## src/trc_consts.svh

```systemverilog
`ifndef TRC_CONSTS_SVH
`define TRC_CONSTS_SVH
// register indexes; the byte address is four times the index
`define TRC_IDX_T1_RLD_HI 6'h15
`define TRC_IDX_T1_RLD_LO 6'h16
`define TRC_IDX_T1_CNT_HI 6'h17
`define TRC_IDX_T1_CNT_LO 6'h18
`define TRC_IDX_T2_CTRL 6'h19
`define TRC_IDX_T2_RLD_HI 6'h1A
`define TRC_IDX_T2_RLD_LO 6'h1B
`define TRC_IDX_T2_CNT_HI 6'h1C
`define TRC_IDX_T2_CNT_LO 6'h1D
`define TRC_IDX_IRQ_STAT 6'h30
`define TRC_IDX_IRQ_MASK 6'h31
`define TRC_IDX_T2_CMD 6'h32
// timer2 control fields
`define TRC_CTRL_HALT_BIT 7
`define TRC_CTRL_START_HI 5
`define TRC_CTRL_START_LO 4
`define TRC_CTRL_RELOAD_BIT 3
`define TRC_CTRL_SRC_HI 1
`define TRC_CTRL_SRC_LO 0
`define TRC_CTRL_WMASK 8'hBB
// status, mask and command bits
`define TRC_IRQ_T2_BIT 0
`define TRC_IRQ_T1_BIT 1
`define TRC_CMD_START_BIT 0
`define TRC_CMD_STOP_BIT 1
// reset values
`define TRC_RST_BYTE 8'h00
`define TRC_RST_IRQ 2'h0
// tick rates in kHz
`define TRC_MCLK_KHZ 50000
`define TRC_CARRIER_KHZ 13560
`define TRC_SLOW_KHZ 212
// bus answers
`define TRC_RESP_OKAY 2'h0
`define TRC_RESP_SLVERR 2'h2
`endif

```

## src/trc_pkg.sv

```systemverilog
package trc_pkg;
  typedef enum logic [1:0] {
    TRC_START_NONE = 2'h0,
    TRC_START_TX_END = 2'h1,
    TRC_START_LFO = 2'h2,
    TRC_START_LFO_UF = 2'h3
  } trc_start_t;
  typedef enum logic [1:0] {
    TRC_SRC_CARRIER = 2'h0,
    TRC_SRC_SLOW = 2'h1,
    TRC_SRC_T0_UF = 2'h2,
    TRC_SRC_T1_UF = 2'h3
  } trc_src_t;
  typedef enum logic [2:0] {
    TRC_LFO_WAIT = 3'b001,
    TRC_LFO_COUNT = 3'b010,
    TRC_LFO_DONE = 3'b100
  } trc_lfo_st_t;
endpackage

```

## src/trc_tick_gen.sv

```systemverilog
`timescale 1ns/10ps
// fractional divider: mean tick rate is STEP/MODULUS of mclk_i,
// so 13.56 MHz shows jitter of one cycle but no long-term drift
module trc_tick_gen #(
  parameter int unsigned STEP = 1,
  parameter int unsigned MODULUS = 2
) (
  // clock and reset
  input wire logic mclk_i,
  input wire logic rst_i,
  // one-cycle enable
  output logic tick_o
);
  localparam int W = $clog2(MODULUS) + 1;
  logic [W-1:0] acc;
  logic [W-1:0] next_acc;
  logic [W-1:0] sum;
  logic next_tick;

  always_comb begin
    sum = acc + W'(STEP);
    next_acc = sum;
    next_tick = 1'b0;
    if (sum >= W'(MODULUS)) begin
      next_acc = sum - W'(MODULUS);
      next_tick = 1'b1;
    end
  end

  always_ff @(posedge mclk_i) begin
    if (rst_i) begin
      acc <= '0;
      tick_o <= 1'b0;
    end else begin
      acc <= next_acc;
      tick_o <= next_tick;
    end
  end
endmodule

```

## src/trc_timer_core.sv

```systemverilog
`timescale 1ns/10ps
module trc_timer_core #(
  parameter int unsigned WIDTH = 16
) (
  // clock and reset
  input wire logic mclk_i,
  input wire logic rst_i,
  // control
  input wire logic start_i,
  input wire logic stop_i,
  input wire logic tick_i,
  input wire logic reload_on_zero_i,
  input wire logic uf_enable_i,
  input wire logic [WIDTH-1:0] reload_i,
  // state
  output logic [WIDTH-1:0] count_o,
  output logic running_o,
  output logic underflow_o
);
  logic [WIDTH-1:0] next_count;
  logic next_run;
  logic next_uf;

  always_comb begin
    next_count = count_o;
    next_run = running_o;
    next_uf = 1'b0;
    if (start_i) begin
      next_count = reload_i; // [RULE2] [RULE15]
      next_run = 1'b1;
    end else if (stop_i) begin
      next_run = 1'b0;
    end else if (running_o && tick_i) begin
      if (count_o == '0) begin
        // a tick at zero is the underflow
        next_uf = uf_enable_i;
        if (reload_on_zero_i && uf_enable_i) begin
          next_count = reload_i; // [RULE10]
        end else begin
          next_run = 1'b0; // [RULE11]
        end
      end else begin
        next_count = count_o - 1'b1; // [RULE16]
      end
    end
  end

  always_ff @(posedge mclk_i) begin
    if (rst_i) begin
      count_o <= '0;
      running_o <= 1'b0;
      underflow_o <= 1'b0;
    end else begin
      count_o <= next_count;
      running_o <= next_run;
      underflow_o <= next_uf;
    end
  end
endmodule

```

## src/trc_timer2_reload_counter.sv

```systemverilog
// Register access over AXI4-Lite was decided locally.
`timescale 1ns/10ps
`include "trc_consts.svh"
// Operation
// RULE1: writing timer1 reload low leaves a running count alone.
// RULE2: each timer1 start loads its count from both reload bytes.
// RULE3: index 17h reads the upper byte of the timer1 count.
// RULE4: index 18h reads the lower byte of the timer1 count.
// RULE5: software reads no count register while receiving.
// RULE6: halt bit set halts timer2 after the first received nibble.
// RULE7: the halt bit is ignored in oscillator trimming modes.
// RULE8: start mode 00b never starts, 01b starts at end of send.
// RULE9: modes 10b and 11b start and stop on oscillator rises.
// RULE10: reload bit set reloads timer2 at zero and keeps counting; in start mode 10b the code stops timer2 at zero instead.
// RULE11: reload bit clear stops timer2 at zero until a new start.
// RULE12: each timer2 underflow sets its sticky flag.
// RULE13: tick source 00b is the carrier, 01b the 212 kHz tick.
// RULE14: tick source 10b is timer0, 11b timer1 underflow.
// RULE15: each timer2 start loads both reload bytes.
// RULE16: a running timer decrements once per selected tick.
module trc_timer2_reload_counter (
  // clock and reset
  input wire logic mclk_i,
  input wire logic rst_i,
  // axi4-lite write channels
  input wire logic [7:0] s_awaddr_i,
  input wire logic s_awvalid_i,
  output logic s_awready_o,
  input wire logic [31:0] s_wdata_i,
  input wire logic [3:0] s_wstrb_i,
  input wire logic s_wvalid_i,
  output logic s_wready_o,
  output logic [1:0] s_bresp_o,
  output logic s_bvalid_o,
  input wire logic s_bready_i,
  // axi4-lite read channels
  input wire logic [7:0] s_araddr_i,
  input wire logic s_arvalid_i,
  output logic s_arready_o,
  output logic [31:0] s_rdata_o,
  output logic [1:0] s_rresp_o,
  output logic s_rvalid_o,
  input wire logic s_rready_i,
  // frontend events, asynchronous
  input wire logic tx_end_i,
  input wire logic rx_nibble_i,
  input wire logic lfo_i,
  // neighbour timers, same clock
  input wire logic timer0_underflow_i,
  input wire logic timer1_start_i,
  // outputs
  output logic timer1_underflow_o,
  output logic timer2_underflow_o,
  output logic irq_o
);
  // pin synchronisers: 0 send end, 1 first nibble, 2 oscillator
  logic [2:0] pin_meta;
  logic [2:0] pin_sync;
  logic [2:0] pin_last;
  logic [2:0] pin_rise;
  logic tx_rise;
  logic rx_rise;
  logic lfo_rise;

  always_ff @(posedge mclk_i) begin
    if (rst_i) begin
      pin_meta <= 3'h0;
      pin_sync <= 3'h0;
      pin_last <= 3'h0;
    end else begin
      pin_meta <= {lfo_i, rx_nibble_i, tx_end_i};
      pin_sync <= pin_meta;
      pin_last <= pin_sync;
    end
  end

  assign pin_rise = pin_sync & ~pin_last;
  assign tx_rise = pin_rise[0];
  assign rx_rise = pin_rise[1];
  assign lfo_rise = pin_rise[2];

  // bus slave state
  logic aw_full, next_aw_full;
  logic [5:0] aw_idx, next_aw_idx;
  logic w_full, next_w_full;
  logic [7:0] w_byte, next_w_byte;
  logic w_be, next_w_be;
  logic bvalid, next_bvalid;
  logic [1:0] bresp, next_bresp;
  logic rvalid, next_rvalid;
  logic [7:0] rbyte, next_rbyte;
  logic [1:0] rresp, next_rresp;
  logic wr_go;
  logic wr_en;
  logic wr_hit;
  logic rd_take;
  logic rd_hit;
  logic [7:0] rd_val;

  // register file
  logic [7:0] t1_rld_hi, next_t1_rld_hi;
  logic [7:0] t1_rld_lo, next_t1_rld_lo;
  logic [7:0] t2_ctrl, next_t2_ctrl;
  logic [7:0] t2_rld_hi, next_t2_rld_hi;
  logic [7:0] t2_rld_lo, next_t2_rld_lo;
  logic [1:0] irq_stat, next_irq_stat;
  logic [1:0] irq_mask, next_irq_mask;
  logic next_irq;
  logic [1:0] irq_clr;
  logic ctrl_wr;
  logic cmd_start;
  logic cmd_stop;

  // timers
  logic carrier_tick;
  logic slow_tick;
  logic [15:0] t1_count;
  logic [7:0] t1_cnt_hi;
  logic [7:0] t1_cnt_lo;
  logic t1_uf;
  logic [15:0] t2_count;
  logic [15:0] t2_word;
  logic t2_run;
  logic t2_uf;
  logic t2_tick;
  logic start2;
  logic stop2;
  logic uf_en2;
  logic lfo_mode;
  logic lfo_arm;
  logic lfo_end;
  trc_pkg::trc_start_t t2_mode;
  trc_pkg::trc_src_t t2_src;
  trc_pkg::trc_lfo_st_t lfo_st, next_lfo_st;

  assign s_awready_o = ~aw_full;
  assign s_wready_o = ~w_full;
  assign s_bvalid_o = bvalid;
  assign s_bresp_o = bresp;
  assign s_arready_o = ~rvalid;
  assign s_rvalid_o = rvalid;
  assign s_rresp_o = rresp;
  assign s_rdata_o = {24'h000000, rbyte};
  // write waits until address and data are both held
  assign wr_go = aw_full & w_full & ~bvalid;
  assign wr_en = wr_go & w_be & wr_hit;
  assign rd_take = s_arvalid_i & ~rvalid;
  assign t1_cnt_hi = t1_count[15:8];
  assign t1_cnt_lo = t1_count[7:0];
  assign t2_word = {t2_rld_hi, t2_rld_lo};

  always_comb begin
    wr_hit = 1'b1;
    case (aw_idx)
      `TRC_IDX_T1_RLD_HI, `TRC_IDX_T1_RLD_LO, `TRC_IDX_T2_CTRL,
      `TRC_IDX_T2_RLD_HI, `TRC_IDX_T2_RLD_LO, `TRC_IDX_IRQ_STAT,
      `TRC_IDX_IRQ_MASK, `TRC_IDX_T2_CMD: wr_hit = 1'b1;
      default: wr_hit = 1'b0;
    endcase
  end

  // count reads are not valid during reception [RULE5]
  always_comb begin
    rd_hit = 1'b1;
    rd_val = 8'h00;
    case (s_araddr_i[7:2])
      `TRC_IDX_T1_RLD_HI: rd_val = t1_rld_hi;
      `TRC_IDX_T1_RLD_LO: rd_val = t1_rld_lo;
      `TRC_IDX_T1_CNT_HI: rd_val = t1_cnt_hi; // [RULE3]
      `TRC_IDX_T1_CNT_LO: rd_val = t1_cnt_lo; // [RULE4]
      `TRC_IDX_T2_CTRL: rd_val = t2_ctrl;
      `TRC_IDX_T2_RLD_HI: rd_val = t2_rld_hi;
      `TRC_IDX_T2_RLD_LO: rd_val = t2_rld_lo;
      `TRC_IDX_T2_CNT_HI: rd_val = t2_count[15:8];
      `TRC_IDX_T2_CNT_LO: rd_val = t2_count[7:0];
      `TRC_IDX_IRQ_STAT: rd_val = {6'h00, irq_stat};
      `TRC_IDX_IRQ_MASK: rd_val = {6'h00, irq_mask};
      `TRC_IDX_T2_CMD: rd_val = 8'h00;
      default: rd_hit = 1'b0;
    endcase
  end

  always_comb begin
    next_aw_full = aw_full;
    next_aw_idx = aw_idx;
    next_w_full = w_full;
    next_w_byte = w_byte;
    next_w_be = w_be;
    next_bvalid = bvalid;
    next_bresp = bresp;
    next_rvalid = rvalid;
    next_rbyte = rbyte;
    next_rresp = rresp;
    if (s_awvalid_i && !aw_full) begin
      next_aw_full = 1'b1;
      next_aw_idx = s_awaddr_i[7:2];
    end
    if (s_wvalid_i && !w_full) begin
      next_w_full = 1'b1;
      next_w_byte = s_wdata_i[7:0];
      next_w_be = s_wstrb_i[0];
    end
    if (bvalid && s_bready_i) begin
      next_bvalid = 1'b0;
    end
    if (wr_go) begin
      next_aw_full = 1'b0;
      next_w_full = 1'b0;
      next_bvalid = 1'b1;
      next_bresp = wr_hit ? `TRC_RESP_OKAY : `TRC_RESP_SLVERR;
    end
    if (rvalid && s_rready_i) begin
      next_rvalid = 1'b0;
    end
    if (rd_take) begin
      next_rvalid = 1'b1;
      next_rbyte = rd_val;
      next_rresp = rd_hit ? `TRC_RESP_OKAY : `TRC_RESP_SLVERR;
    end
  end

  always_comb begin
    next_t1_rld_hi = t1_rld_hi;
    next_t1_rld_lo = t1_rld_lo;
    next_t2_ctrl = t2_ctrl;
    next_t2_rld_hi = t2_rld_hi;
    next_t2_rld_lo = t2_rld_lo;
    next_irq_mask = irq_mask;
    irq_clr = 2'h0;
    ctrl_wr = 1'b0;
    cmd_start = 1'b0;
    cmd_stop = 1'b0;
    if (wr_en) begin
      case (aw_idx)
        `TRC_IDX_T1_RLD_HI: next_t1_rld_hi = w_byte;
        // only the reload copy changes, not the count [RULE1]
        `TRC_IDX_T1_RLD_LO: next_t1_rld_lo = w_byte;
        `TRC_IDX_T2_CTRL: begin
          next_t2_ctrl = w_byte & `TRC_CTRL_WMASK;
          ctrl_wr = 1'b1;
        end
        `TRC_IDX_T2_RLD_HI: next_t2_rld_hi = w_byte; // [RULE15]
        `TRC_IDX_T2_RLD_LO: next_t2_rld_lo = w_byte; // [RULE15]
        `TRC_IDX_IRQ_STAT: irq_clr = w_byte[1:0];
        `TRC_IDX_IRQ_MASK: next_irq_mask = w_byte[1:0];
        `TRC_IDX_T2_CMD: begin
          cmd_start = w_byte[`TRC_CMD_START_BIT];
          cmd_stop = w_byte[`TRC_CMD_STOP_BIT];
        end
        default: ;
      endcase
    end
    // a new underflow wins over a clear in the same cycle
    next_irq_stat = irq_stat & ~irq_clr;
    next_irq_stat[`TRC_IRQ_T2_BIT] = next_irq_stat[`TRC_IRQ_T2_BIT] | t2_uf;
    next_irq_stat[`TRC_IRQ_T1_BIT] = next_irq_stat[`TRC_IRQ_T1_BIT] | t1_uf;
    next_irq = |(irq_stat & irq_mask);
  end

  always_ff @(posedge mclk_i) begin
    if (rst_i) begin
      aw_full <= 1'b0;
      aw_idx <= 6'h00;
      w_full <= 1'b0;
      w_byte <= `TRC_RST_BYTE;
      w_be <= 1'b0;
      bvalid <= 1'b0;
      bresp <= `TRC_RESP_OKAY;
      rvalid <= 1'b0;
      rbyte <= `TRC_RST_BYTE;
      rresp <= `TRC_RESP_OKAY;
      t1_rld_hi <= `TRC_RST_BYTE;
      t1_rld_lo <= `TRC_RST_BYTE;
      t2_ctrl <= `TRC_RST_BYTE;
      t2_rld_hi <= `TRC_RST_BYTE;
      t2_rld_lo <= `TRC_RST_BYTE;
      irq_stat <= `TRC_RST_IRQ;
      irq_mask <= `TRC_RST_IRQ;
      irq_o <= 1'b0;
    end else begin
      aw_full <= next_aw_full;
      aw_idx <= next_aw_idx;
      w_full <= next_w_full;
      w_byte <= next_w_byte;
      w_be <= next_w_be;
      bvalid <= next_bvalid;
      bresp <= next_bresp;
      rvalid <= next_rvalid;
      rbyte <= next_rbyte;
      rresp <= next_rresp;
      t1_rld_hi <= next_t1_rld_hi;
      t1_rld_lo <= next_t1_rld_lo;
      t2_ctrl <= next_t2_ctrl;
      t2_rld_hi <= next_t2_rld_hi;
      t2_rld_lo <= next_t2_rld_lo;
      irq_stat <= next_irq_stat; // [RULE12]
      irq_mask <= next_irq_mask;
      irq_o <= next_irq;
    end
  end

  // timer2 control decode
  assign t2_mode = trc_pkg::trc_start_t'(
    t2_ctrl[`TRC_CTRL_START_HI:`TRC_CTRL_START_LO]);
  assign t2_src = trc_pkg::trc_src_t'(
    t2_ctrl[`TRC_CTRL_SRC_HI:`TRC_CTRL_SRC_LO]);
  assign lfo_mode = (t2_mode == trc_pkg::TRC_START_LFO) ||
    (t2_mode == trc_pkg::TRC_START_LFO_UF);
  assign uf_en2 = t2_mode != trc_pkg::TRC_START_LFO; // [RULE9]
  assign lfo_arm = lfo_mode && !ctrl_wr && lfo_rise &&
    lfo_st == trc_pkg::TRC_LFO_WAIT;
  assign lfo_end = lfo_mode && !ctrl_wr && lfo_rise &&
    lfo_st == trc_pkg::TRC_LFO_COUNT;
  assign start2 = cmd_start || lfo_arm || // [RULE9]
    (t2_mode == trc_pkg::TRC_START_TX_END && tx_rise); // [RULE8]
  // the nibble halt is masked in trimming modes [RULE6] [RULE7]
  assign stop2 = cmd_stop || lfo_end ||
    (!lfo_mode && t2_ctrl[`TRC_CTRL_HALT_BIT] && rx_rise);

  always_comb begin
    t2_tick = carrier_tick;
    case (t2_src)
      trc_pkg::TRC_SRC_CARRIER: t2_tick = carrier_tick; // [RULE13]
      trc_pkg::TRC_SRC_SLOW: t2_tick = slow_tick; // [RULE13]
      trc_pkg::TRC_SRC_T0_UF: t2_tick = timer0_underflow_i; // [RULE14]
      trc_pkg::TRC_SRC_T1_UF: t2_tick = t1_uf; // [RULE14]
      default: t2_tick = 1'b0;
    endcase
  end

  // trimming window: first rise opens, second rise closes
  always_comb begin
    next_lfo_st = lfo_st;
    if (ctrl_wr || cmd_start || !lfo_mode) begin
      next_lfo_st = trc_pkg::TRC_LFO_WAIT;
    end else begin
      unique case (lfo_st)
        trc_pkg::TRC_LFO_WAIT:
          if (lfo_rise) next_lfo_st = trc_pkg::TRC_LFO_COUNT;
        trc_pkg::TRC_LFO_COUNT:
          if (lfo_rise) next_lfo_st = trc_pkg::TRC_LFO_DONE;
        trc_pkg::TRC_LFO_DONE: next_lfo_st = trc_pkg::TRC_LFO_DONE;
        default: next_lfo_st = trc_pkg::TRC_LFO_WAIT;
      endcase
    end
  end

  always_ff @(posedge mclk_i) begin
    if (rst_i) begin
      lfo_st <= trc_pkg::TRC_LFO_WAIT;
    end else begin
      lfo_st <= next_lfo_st;
    end
  end

  trc_tick_gen #(
    .STEP(`TRC_CARRIER_KHZ),
    .MODULUS(`TRC_MCLK_KHZ)
  ) u_carrier (
    .mclk_i(mclk_i),
    .rst_i(rst_i),
    .tick_o(carrier_tick)
  );

  trc_tick_gen #(
    .STEP(`TRC_SLOW_KHZ),
    .MODULUS(`TRC_MCLK_KHZ)
  ) u_slow (
    .mclk_i(mclk_i),
    .rst_i(rst_i),
    .tick_o(slow_tick)
  );

  trc_timer_core #(
    .WIDTH(16)
  ) u_timer1 (
    .mclk_i(mclk_i),
    .rst_i(rst_i),
    .start_i(timer1_start_i),
    .stop_i(1'b0),
    .tick_i(carrier_tick),
    .reload_on_zero_i(1'b1),
    .uf_enable_i(1'b1),
    .reload_i({t1_rld_hi, t1_rld_lo}), // [RULE2]
    .count_o(t1_count),
    .running_o(),
    .underflow_o(t1_uf)
  );

  trc_timer_core #(
    .WIDTH(16)
  ) u_timer2 (
    .mclk_i(mclk_i),
    .rst_i(rst_i),
    .start_i(start2),
    .stop_i(stop2),
    .tick_i(t2_tick),
    .reload_on_zero_i(t2_ctrl[`TRC_CTRL_RELOAD_BIT]), // [RULE10]
    .uf_enable_i(uf_en2),
    .reload_i(t2_word), // [RULE15]
    .count_o(t2_count),
    .running_o(t2_run),
    .underflow_o(t2_uf)
  );

  assign timer1_underflow_o = t1_uf;
  assign timer2_underflow_o = t2_uf;
endmodule

```

## config.mk

```make
export PLATFORM = sky130hd
export DESIGN_NAME = trc_timer2_reload_counter
export DESIGN_NICKNAME = d
export VERILOG_FILES = /design/src/trc_pkg.sv /design/src/trc_tick_gen.sv /design/src/trc_timer_core.sv /design/src/trc_timer2_reload_counter.sv
export VERILOG_INCLUDE_DIRS = /design/src
export SDC_FILE = /design/constraint.sdc
export NUM_CORES = 1
export LEC_CHECK = 0
export ABC_AREA = 1
export BUFFER_PORTS_ARGS = -buffer_cell sky130_fd_sc_hd__buf_4
export CAP_MARGIN = 20
export CORE_ASPECT_RATIO = 0.75
export CORE_MARGIN = 2
export CORE_UTILIZATION = 40
export DETAILED_ROUTE_END_ITERATION = 16
export PLACE_DENSITY_LB_ADDON = 0.2
export SLEW_MARGIN = 20
export SYNTH_ARGS = -nofsm -noshare
export SYNTH_HDL_FRONTEND = slang
export SYNTH_SLANG_ARGS = --single-unit
```

## constraint.sdc

```tcl
create_clock -name mclk_i -period 2.4 [get_ports mclk_i]
set_clock_uncertainty 0.1 [all_clocks]
set_input_delay 0.48 -clock mclk_i [delete_from_list [all_inputs] [get_ports mclk_i]]
set_output_delay 0.48 -clock mclk_i [all_outputs]
set_load 0.01 [all_outputs]
```

==> impl_metrics.sql, run 1 <==
INSERT INTO impl_metrics (metric_group, metric, value, unit) VALUES
('outcome', 'outcome', 'complete, no violations', ''),
('synth', 'dominantRegCellSynth', 'sky130_fd_sc_hd__dfxtp_1', ''),
('setup_path', 'r2r_cells', '14', ''),
('die', 'design.portCount', '108', ''),
('finish', 'multiInputGateArea', '4830', 'sq um'),
('setup_path', 'critPathCaptureType', 'flop', ''),
('synth', 'synth.cell_area', '8790', 'sq um'),
('setup_path', 'worstPathBufferInverterCount', '1', ''),
('setup_path', 'setup.worst_path.start_class', 'flop', ''),
('routing', 'final_routed_wire_length_divided_by_cell_count', '14.6', 'um'),
('setup_path', 'setup.reg_to_reg.worst_slack', '0.19', 'ns'),
('setup_path', 'worst_r2r_startpoint', 'u_slow.acc[2]', ''),
('finish', 'num_antenna_cells', '0', ''),
('synth', 'synthesis.instances', '1383', ''),
('worst_hold_path', 'min_delay_worst_endpoint', 'pin_meta[1]', ''),
('placed_design', 'hpwl', '19500', 'um'),
('grt', 'busiest_layer', 'met1', ''),
('setup_path', 'crit_path_top_delay_cell', 'sky130_fd_sc_hd__dfxtp_2', ''),
('grt', 'grt.met1_usage', '35.4', '%'),
('routing', 'dr.first_iter.drc_count', '889', ''),
('placed_design', 'gpl.final_weighted_congestion', '0.905', ''),
('clock_network', 'max-clock-path-buffers', '2', ''),
('die', 'initial_core_util', '41.2', '%'),
('die', 'die_ar', '23200', 'sq um'),
('timing', 'number_of_max_slew_violations_in_the_final_report', '0', ''),
('synth', 'synthDistinctLibCells', '44', ''),
('timing', 'post-route-min-period', '2.21', 'ns'),
('clock_network', 'clk-insertion-delay-late', '0.43', 'ns'),
('grt', 'grt_remaining_overflow', '0', ''),
('run', 'drv.max_cap_violation_count', '0', ''),
('routing', 'viasPerCell', '5.04', ''),
('synth', 'yosys_warnings', '0', ''),
('clock_network', 'worst_setup_hold_path_clk_slew', '0.07', 'ns'),
('timing', 'post-route-period-util', '92.0', '%'),
('worst_hold_path', 'min_delay_path_depth', '3', ''),
('power_and_ir_drop', 'pwr_density_cell', '765', 'nW/um^2'),
('routing', 'drt_drc_violations_left', '0', ''),
('placed_design', 'numPortBuffers', '50', ''),
('timing', 'setup_violations', '0', ''),
('grt', 'grt_start_max_net_pins', '27', ''),
('grt', 'grt_use_met2', '29.6', '%'),
('die', 'fp.dieW', '175', 'um'),
('synth', 'syn_avg_cell_area', '6.35', 'sq um'),
('power_and_ir_drop', 'total_power', '7.80', 'mW'),
('setup_path', 'top_cell_by_count_worst_path', 'sky130_fd_sc_hd__nand2_1', ''),
('clock_network', 'clock_tree.htree_level_count', '4', ''),
('grt', 'grtUsageMet3', '4.58', '%'),
('die', 'fp.coreArea', '21400', 'sq um'),
('setup_path', 'worst-endpoint-required', '2.62', 'ns'),
('finish', 'num-nets-final', '1524', ''),
('clock_network', 'clock_tree_from_tritoncts', 'built', ''),
('grt', 'global_route_wire_length_before_repair', '40700', 'um'),
('synth', 'synth.ff_latch_count', '151', ''),
('grt', 'grt.total_usage', '22.1', '%'),
('finish', 'post_route_cells_drive_above_1_share', '11.7', '%'),
('setup_path', 'criticalPathCategory', 'flop to flop', ''),
('timing', 'report.final.hold_viol_count', '0', ''),
('routing', 'detail_route.wirelength', '25600', 'um'),
('finish', 'final_common_cell', 'sky130_fd_sc_hd__nand2_1', ''),
('placed_design', 'place.detailed.instances', '1718', ''),
('finish', 'regArea', '3030', 'sq um'),
('grt', 'antenna_found_initial', '0', ''),
('setup_path', 'crit_path_cells', 'ha_4 -> o21ai_2 -> nand2_4 -> nand2_2 -> nor2_2 -> nand2_1 -> nand2_1 -> nor2_1 -> nand3_2 -> nand3_2 -> buf_12 -> nand3_1 -> nand2_1 -> nor2_1', ''),
('clock_network', 'cts.root.buffer_cell', 'sky130_fd_sc_hd__clkbuf_16', ''),
('synth', 'synth-seq-area-share', '34.4', '%'),
('die', 'core.rowCount', '46', ''),
('clock_network', 'tritoncts.num_buffers', '17', ''),
('clock_network', 'cts_sinks', '151', ''),
('routing', 'final_antenna_net_count', '0', ''),
('timing', 'achievable-frequency', '453', 'MHz'),
('grt', 'grt_pass1_vias', '7610', '');
per-stage QoR:
stage	hold WS, ns	setup WS, ns	util [%]	cell area [sq um]
2_1_floorplan	0.288	0.307	-	8880
3_5_place_dp	0.298	0.0998	44.6	9520
6_report	0.158	0.193	47.8	10200
3_3_place_gp	0.305	0.115	44.6	9520
5_1_grt	0.163	-0.0113	47.8	10200
4_1_cts	0.142	0.0710	47.3	10100
worst register-to-register path, delay by kind of cell, from the launching register on:
family          cells  cell delay [ns]
compound gates      1             0.24
fa+ha+maj           1             0.18
buf+inv             1             0.15
flops               1             0.34
simple gates       11             1.11
routing by layer:
layer	wire, um	part of all wire, %
met1	13300	52
met2	10100	39
met3	1920	7.5
met4	323	1.3
met5	0	0
synthesized netlist by cell type (all sizes together) (2+ instances only):
cell type  count  area, sq um
xor2          22          193
o22ai         29          181
o31ai          5         37.5
o2111ai        2         17.5
clkbuf        20         75.1
nor3          18         95.1
xnor2          3         33.8
ha            10          125
a21oi        124          621
nand3b         5         37.5
nor4           5         31.3
a31oi          6         37.5
nand2        335         1280
o21ai         98          494
buf           46          334
nand4         15         93.8
nand3        101          541
inv          188          706
a211oi         2         15.0
o211ai         5         37.5
nor2         183          707
dfxtp        151         3020
worst max-delay path by stage:
stage | from | to | slack [ns] | depth (start not counted)
finish | u_slow.acc[2] | u_slow.acc[14] | 0.19 | 14
global route | u_slow.acc[5] | u_slow.acc[8] | -0.01 | 15
CTS | u_carrier.acc[3] | u_carrier.acc[7] | 0.07 | 15
detailed placement | u_carrier.acc[3] | u_carrier.acc[7] | 0.1 | 15
global placement | u_carrier.acc[3] | u_carrier.acc[7] | 0.11 | 15
floorplan | u_carrier.acc[3] | u_carrier.acc[6] | 0.31 | 13
logic make-up after synthesis:
logic type / share of synthesized area (%)
other: 0.0427
adder cells (fa/ha/maj): 1.42
flip-flops: 34.4
AO/OA/AOI/OAI: 16.9
buffers and inverters: 12.7
AND/OR/NAND/NOR: 32.0
XOR/XNOR: 2.58
repair_timing:
item                                    in CTS  in global routing
hold buffers                                 0                  0
endpoints found under the setup margin       0                 51
buffers inserted                             0                  1
resized for setup                            0                 24
where the power goes:
part | leakage (nW) | switching (mW) | internal [mW]
registers | 1.23 | 0.199 | 2.69
logic | 3.14 | 1.45 | 0.774
clock network | 0.284 | 1.18 | 1.51
flip-flops by register name, indices dropped and copies added, names as in the netlist, 2 cells and up:
register,flops
rbyte,8
lfo_st,3
u_slow.acc,15
t1_rld_hi,8
u_carrier.acc,14
t2_rld_lo,8
irq_stat,2
irq_mask,2
pin_meta,3
t2_rld_hi,8
u_timer1.count_o,16
t1_rld_lo,8
t2_ctrl,6
pin_sync,3
pin_last,3
w_byte,8
u_timer2.count_o,16
aw_idx,6
final cells by class:
class / instances / area share (%)
clock buffer: 19 / 4.44
sequential: 151 / 29.6
tap: 288 / 3.53
clock inverter: 13 / 1.29
timing repair buffer: 89 / 6.83
multi-input combinational: 1002 / 47.3
inverter: 189 / 6.98
Power figures use the tool's default switching activity.
==> run 2, diff against run 1 <==
--- a/config.mk
+++ b/config.mk
@@ -17,4 +17,5 @@
 export SLEW_MARGIN = 20
 export SYNTH_ARGS = -nofsm -noshare
 export SYNTH_HDL_FRONTEND = slang
+export SYNTH_HIERARCHICAL = 1
 export SYNTH_SLANG_ARGS = --single-unit
==> run 2 against run 1 <==
Against the previous run:
- first-iteration DRC count grew 7.0%
- final cell count is 17% higher
- sequential share of layout area fell by 3.4 points
- register-to-register slack barely moved
- die area rose by 14%
- wire length grew 13%
- maximum frequency rose by 0.12%
- combinational power is 17% higher
- synthesized cell count is 18% higher
- cell area grew 13%
- critical endpoint is now u_carrier/acc[8]
==> impl_metrics.sql, run 2 <==
INSERT INTO impl_metrics (metric_group, metric, value, unit) VALUES
('outcome', 'outcome', 'complete, no violations', ''),
('worst_hold_path', 'min_delay_path_depth', '2', ''),
('placed_design', 'numPortBuffers', '50', ''),
('clock_network', 'cts_sinks', '151', ''),
('clock_network', 'tritoncts.num_buffers', '17', ''),
('timing', 'timing.setup.tns', '0', 'ns'),
('placed_design', 'place_worst_setup_slack', '0.0408', 'ns'),
('routing', 'viasPerCell', '4.91', ''),
('setup_path', 'worst-path-max-fanout', '12', ''),
('synth', 'synthesis.instances', '1628', ''),
('power_and_ir_drop', 'comb_power_share', '31.1', '%'),
('power_and_ir_drop', 'total_power', '8.36', 'mW'),
('setup_path', 'crit_path_top_delay_cell', 'sky130_fd_sc_hd__dfxtp_1', ''),
('synth', 'dominantRegCellSynth', 'sky130_fd_sc_hd__dfxtp_1', ''),
('power_and_ir_drop', 'pwr_density_cell', '726', 'nW/um^2'),
('grt', 'grt_pass1_vias', '8980', ''),
('finish', 'layoutNonFillerInstCount', '2056', ''),
('routing', 'detailed_routing_iterations_pass_1', '6', ''),
('die', 'die_ar', '26400', 'sq um'),
('die', 'fp.dieW', '187', 'um'),
('setup_path', 'worst_r2r_endpoint', 'u_carrier/acc[8]', ''),
('setup_path', 'top_cell_by_count_worst_path', 'sky130_fd_sc_hd__nand2_1', ''),
('clock_network', 'cts.root.buffer_cell', 'sky130_fd_sc_hd__clkbuf_16', ''),
('timing', 'report.final.hold_viol_count', '0', ''),
('power_and_ir_drop', 'clock_power_share', '33.8', '%'),
('finish', 'num_antenna_cells', '0', ''),
('timing', 'number_of_max_slew_violations_in_the_final_report', '0', ''),
('finish', 'final_core_util', '46.4', '%'),
('setup_path', 'critPathArrivalTime', '2.44', 'ns'),
('timing', 'post-route-period-util', '91.9', '%'),
('setup_path', 'crit_path_cells', 'inv_1 -> ha_2 -> nand3_2 -> nand2_1 -> nand2_1 -> nand2_2 -> nor2_4 -> nand3_2 -> nor2_2 -> nand2_2 -> nand3_4 -> nand3_1 -> nand2_1 -> nor2_1', ''),
('timing', 'rsz0062_at_grt', 'yes', ''),
('setup_path', 'worstPathBufferInverterCount', '1', ''),
('power_and_ir_drop', 'power.ir.vdd_worst', '0.000659', 'V'),
('placed_design', 'place.detailed.instances', '2021', ''),
('worst_hold_path', 'hold_path_class', 'input port to flop', ''),
('finish', 'post_route_cells_drive_above_1_share', '16.2', '%'),
('die', 'fp.coreArea', '24800', 'sq um'),
('setup_path', 'critical_path.top_delay_family', 'simple AND/OR/NAND/NOR gates', ''),
('synth', 'synthDistinctLibCells', '46', ''),
('synth', 'synth_top_cells_by_area', 'sky130_fd_sc_hd__dfxtp_1 30%, sky130_fd_sc_hd__nand2_1 17%, sky130_fd_sc_hd__nor2_1 11%, sky130_fd_sc_hd__nand3_1 7.8%, sky130_fd_sc_hd__inv_1 6.7%', ''),
('synth', 'ys_async_sr_fraction', '0', '%'),
('placed_design', 'dpl_cell_area', '10800', 'sq um'),
('synth', 'synth_top_cell_area_share', '30.1', '%'),
('clock_network', 'clk-insertion-delay-late', '0.44', 'ns'),
('clock_network', 'post_cts_hold_buffer_count', '0', ''),
('grt', 'grt_start_max_net_pins', '46', ''),
('grt', 'antenna_found_initial', '0', ''),
('power_and_ir_drop', 'power.share.switching', '39.1', '%'),
('timing', 'slew-limit-headroom', '61.5', '%'),
('clock_network', 'max-clock-path-buffers', '2', ''),
('placed_design', 'hpwl', '21900', 'um'),
('power_and_ir_drop', 'switching_power', '3.27', 'mW'),
('timing', 'setup_violations', '0', ''),
('synth', 'yosys_warnings', '6', ''),
('routing', 'dr.first_iter.drc_count', '951', ''),
('die', 'design.portCount', '108', ''),
('grt', 'grt_remaining_overflow', '0', ''),
('routing', 'dr_total_vias', '10103', ''),
('power_and_ir_drop', 'cellInternalPower', '5.09', 'mW'),
('finish', 'flow.area_growth_from_synthesis', '14.8', '%'),
('synth', 'synth-seq-area-share', '30.1', '%'),
('setup_path', 'slowest_delay', '0.41', 'ns'),
('power_and_ir_drop', 'power.sequential.fraction', '35.2', '%'),
('routing', 'drt_drc_violations_left', '0', ''),
('timing', 'achievable-frequency', '454', 'MHz'),
('setup_path', 'setup.reg_to_reg.worst_slack', '0.20', 'ns'),
('timing', 'post-route-min-period', '2.20', 'ns'),
('setup_path', 'critPathCaptureType', 'flop', ''),
('routing', 'detail_route.wirelength', '28800', 'um'),
('die', 'core.rowCount', '50', ''),
('finish', 'fillers', '2648', ''),
('die', 'initial_core_util', '40.4', '%'),
('synth', 'synth.cell_area', '10000', 'sq um'),
('finish', 'num-nets-final', '1779', ''),
('grt', 'grt.total_usage', '22.1', '%'),
('synth', 'synth.ff_latch_count', '151', ''),
('placed_design', 'gpl.final_weighted_congestion', '0.907', ''),
('finish', 'largestRegisters', 'u_timer1/count_o: 16 flops, u_timer2/count_o: 16 flops, u_slow/acc: 15 flops', ''),
('setup_path', 'r2r_cells', '14', ''),
('timing', 'fin_ws', '0.195', 'ns'),
('finish', 'fin_area', '11500', 'sq um'),
('routing', 'final_antenna_net_count', '0', ''),
('timing', 'worst-slew-pin-transition', '0.577', 'ns'),
('setup_path', 'worst_r2r_startpoint', 'u_carrier/acc[4]', ''),
('clock_network', 'worst_setup_hold_path_clk_slew', '0.07', 'ns'),
('synth', 'yosysMostFrequentCell', 'sky130_fd_sc_hd__nand2_1', ''),
('die', 'die_height', '141', 'um'),
('finish', 'final_common_cell', 'sky130_fd_sc_hd__nand2_1', ''),
('grt', 'global_route_wire_length_before_repair', '46700', 'um'),
('worst_hold_path', 'min_delay_worst_endpoint', 's_bvalid_o', ''),
('routing', 'final_routed_wire_length_divided_by_cell_count', '14.0', 'um'),
('synth', 'synth_commonest_cells', '444 x sky130_fd_sc_hd__nand2_1, 292 x sky130_fd_sc_hd__nor2_1, 179 x sky130_fd_sc_hd__inv_1', ''),
('synth', 'synth-edff-count', '0', ''),
('timing', 'hold_slack', '0.118', 'ns'),
('synth', 'synth_top_area_cell', 'sky130_fd_sc_hd__dfxtp_1', ''),
('clock_network', 'clock_tree.htree_level_count', '4', ''),
('finish', 'commonest_non_fill_non_tap_cells_in_the_layout', '441 x sky130_fd_sc_hd__nand2_1, 288 x sky130_fd_sc_hd__nor2_1, 178 x sky130_fd_sc_hd__inv_1', ''),
('worst_hold_path', 'worstHoldStart', 's_bready_i', ''),
('clock_network', 'clock_tree_from_tritoncts', 'built', ''),
('run', 'drv.max_cap_violation_count', '0', ''),
('setup_path', 'setup.worst_path.start_class', 'flop', ''),
('setup_path', 'criticalPathCategory', 'flop to flop', ''),
('synth', 'syn_avg_cell_area', '6.17', 'sq um'),
('setup_path', 'cp_num_cells', '14', ''),
('power_and_ir_drop', 'static_power_due_to_leakage', '5.82', 'nW'),
('setup_path', 'worst-endpoint-required', '2.63', 'ns');
==> run 2: cell count changes after synthesis, sizes merged, moves of 7 or more <==
cell / previous run / this run
o22ai: 29 / 0
inv: 188 / 201
clkbuf: 20 / 12
nand2: 335 / 485
nand3: 101 / 169
xor2: 22 / 11
o21ai: 98 / 75
nor3: 18 / 11
a21oi: 124 / 75
nor2: 183 / 335
==> run 2: worst max-delay path by stage <==
stage,slack (ns),from,to
6_report,0.20,u_carrier/acc[4],u_carrier/acc[8]
5_1_grt,-0.02,aw_idx[4],u_timer2/count_o[4]
4_1_cts,0.01,aw_idx[3],u_timer2/count_o[10]
3_5_place_dp,0.04,aw_idx[3],u_timer2/count_o[5]
3_3_place_gp,0.07,aw_idx[3],u_timer2/count_o[14]
2_1_floorplan,0.20,aw_idx[0],u_timer2/count_o[15]
==> run 2: kinds of logic (layout without fill, tap and decap cells) <==
kind of cell / count (synthesis) / count (layout) / share of synthesized area (%)
other cells: 2 / 32 / 0.0748
fa+ha+maj: 10 / 10 / 1.25
simple gates: 1022 / 1023 / 45.5
buf+inv: 267 / 326 / 12.7
compound gates: 159 / 159 / 8.82
mux: 1 / 1 / 0.0996
flops: 151 / 151 / 30.1
xor+xnor: 16 / 16 / 1.47
==> run 2: cell type report <==
class / count / area (sq um) / area share, %
multi-input combinational: 1241 / 5930 / 51.5
sequential: 151 / 3030 / 26.3
inverter: 204 / 767 / 6.65
timing repair buffer: 90 / 742 / 6.44
clock buffer: 17 / 425 / 3.69
tap: 338 / 423 / 3.67
clock inverter: 15 / 206 / 1.79
==> run 2: what timing repair did <==
action,4_1_cts,5_1_grt
resized for setup,0,24
setup buffers,0,2
endpoints found under the setup margin,0,42
==> run 2: power by group through the flow <==
stage / logic (mW) / clock network [mW] / registers [mW]
floorplan: 2.05 / 0 / 2.92
global placement: 2.46 / 0 / 2.98
detailed placement: 2.49 / 0 / 2.98
CTS: 2.51 / 2.89 / 2.93
global route: 2.93 / 2.99 / 2.97
finish: 2.60 / 2.83 / 2.94
==> run 2: per-layer routing <==
metal,global-route usage [%],up-vias,part of all wire (%)
met1,34.2,4533,52
met2,31.4,354,39
met5,0,-,0
li1,-,5201,-
met3,4.23,15,8.4
met4,4.01,0,0.66
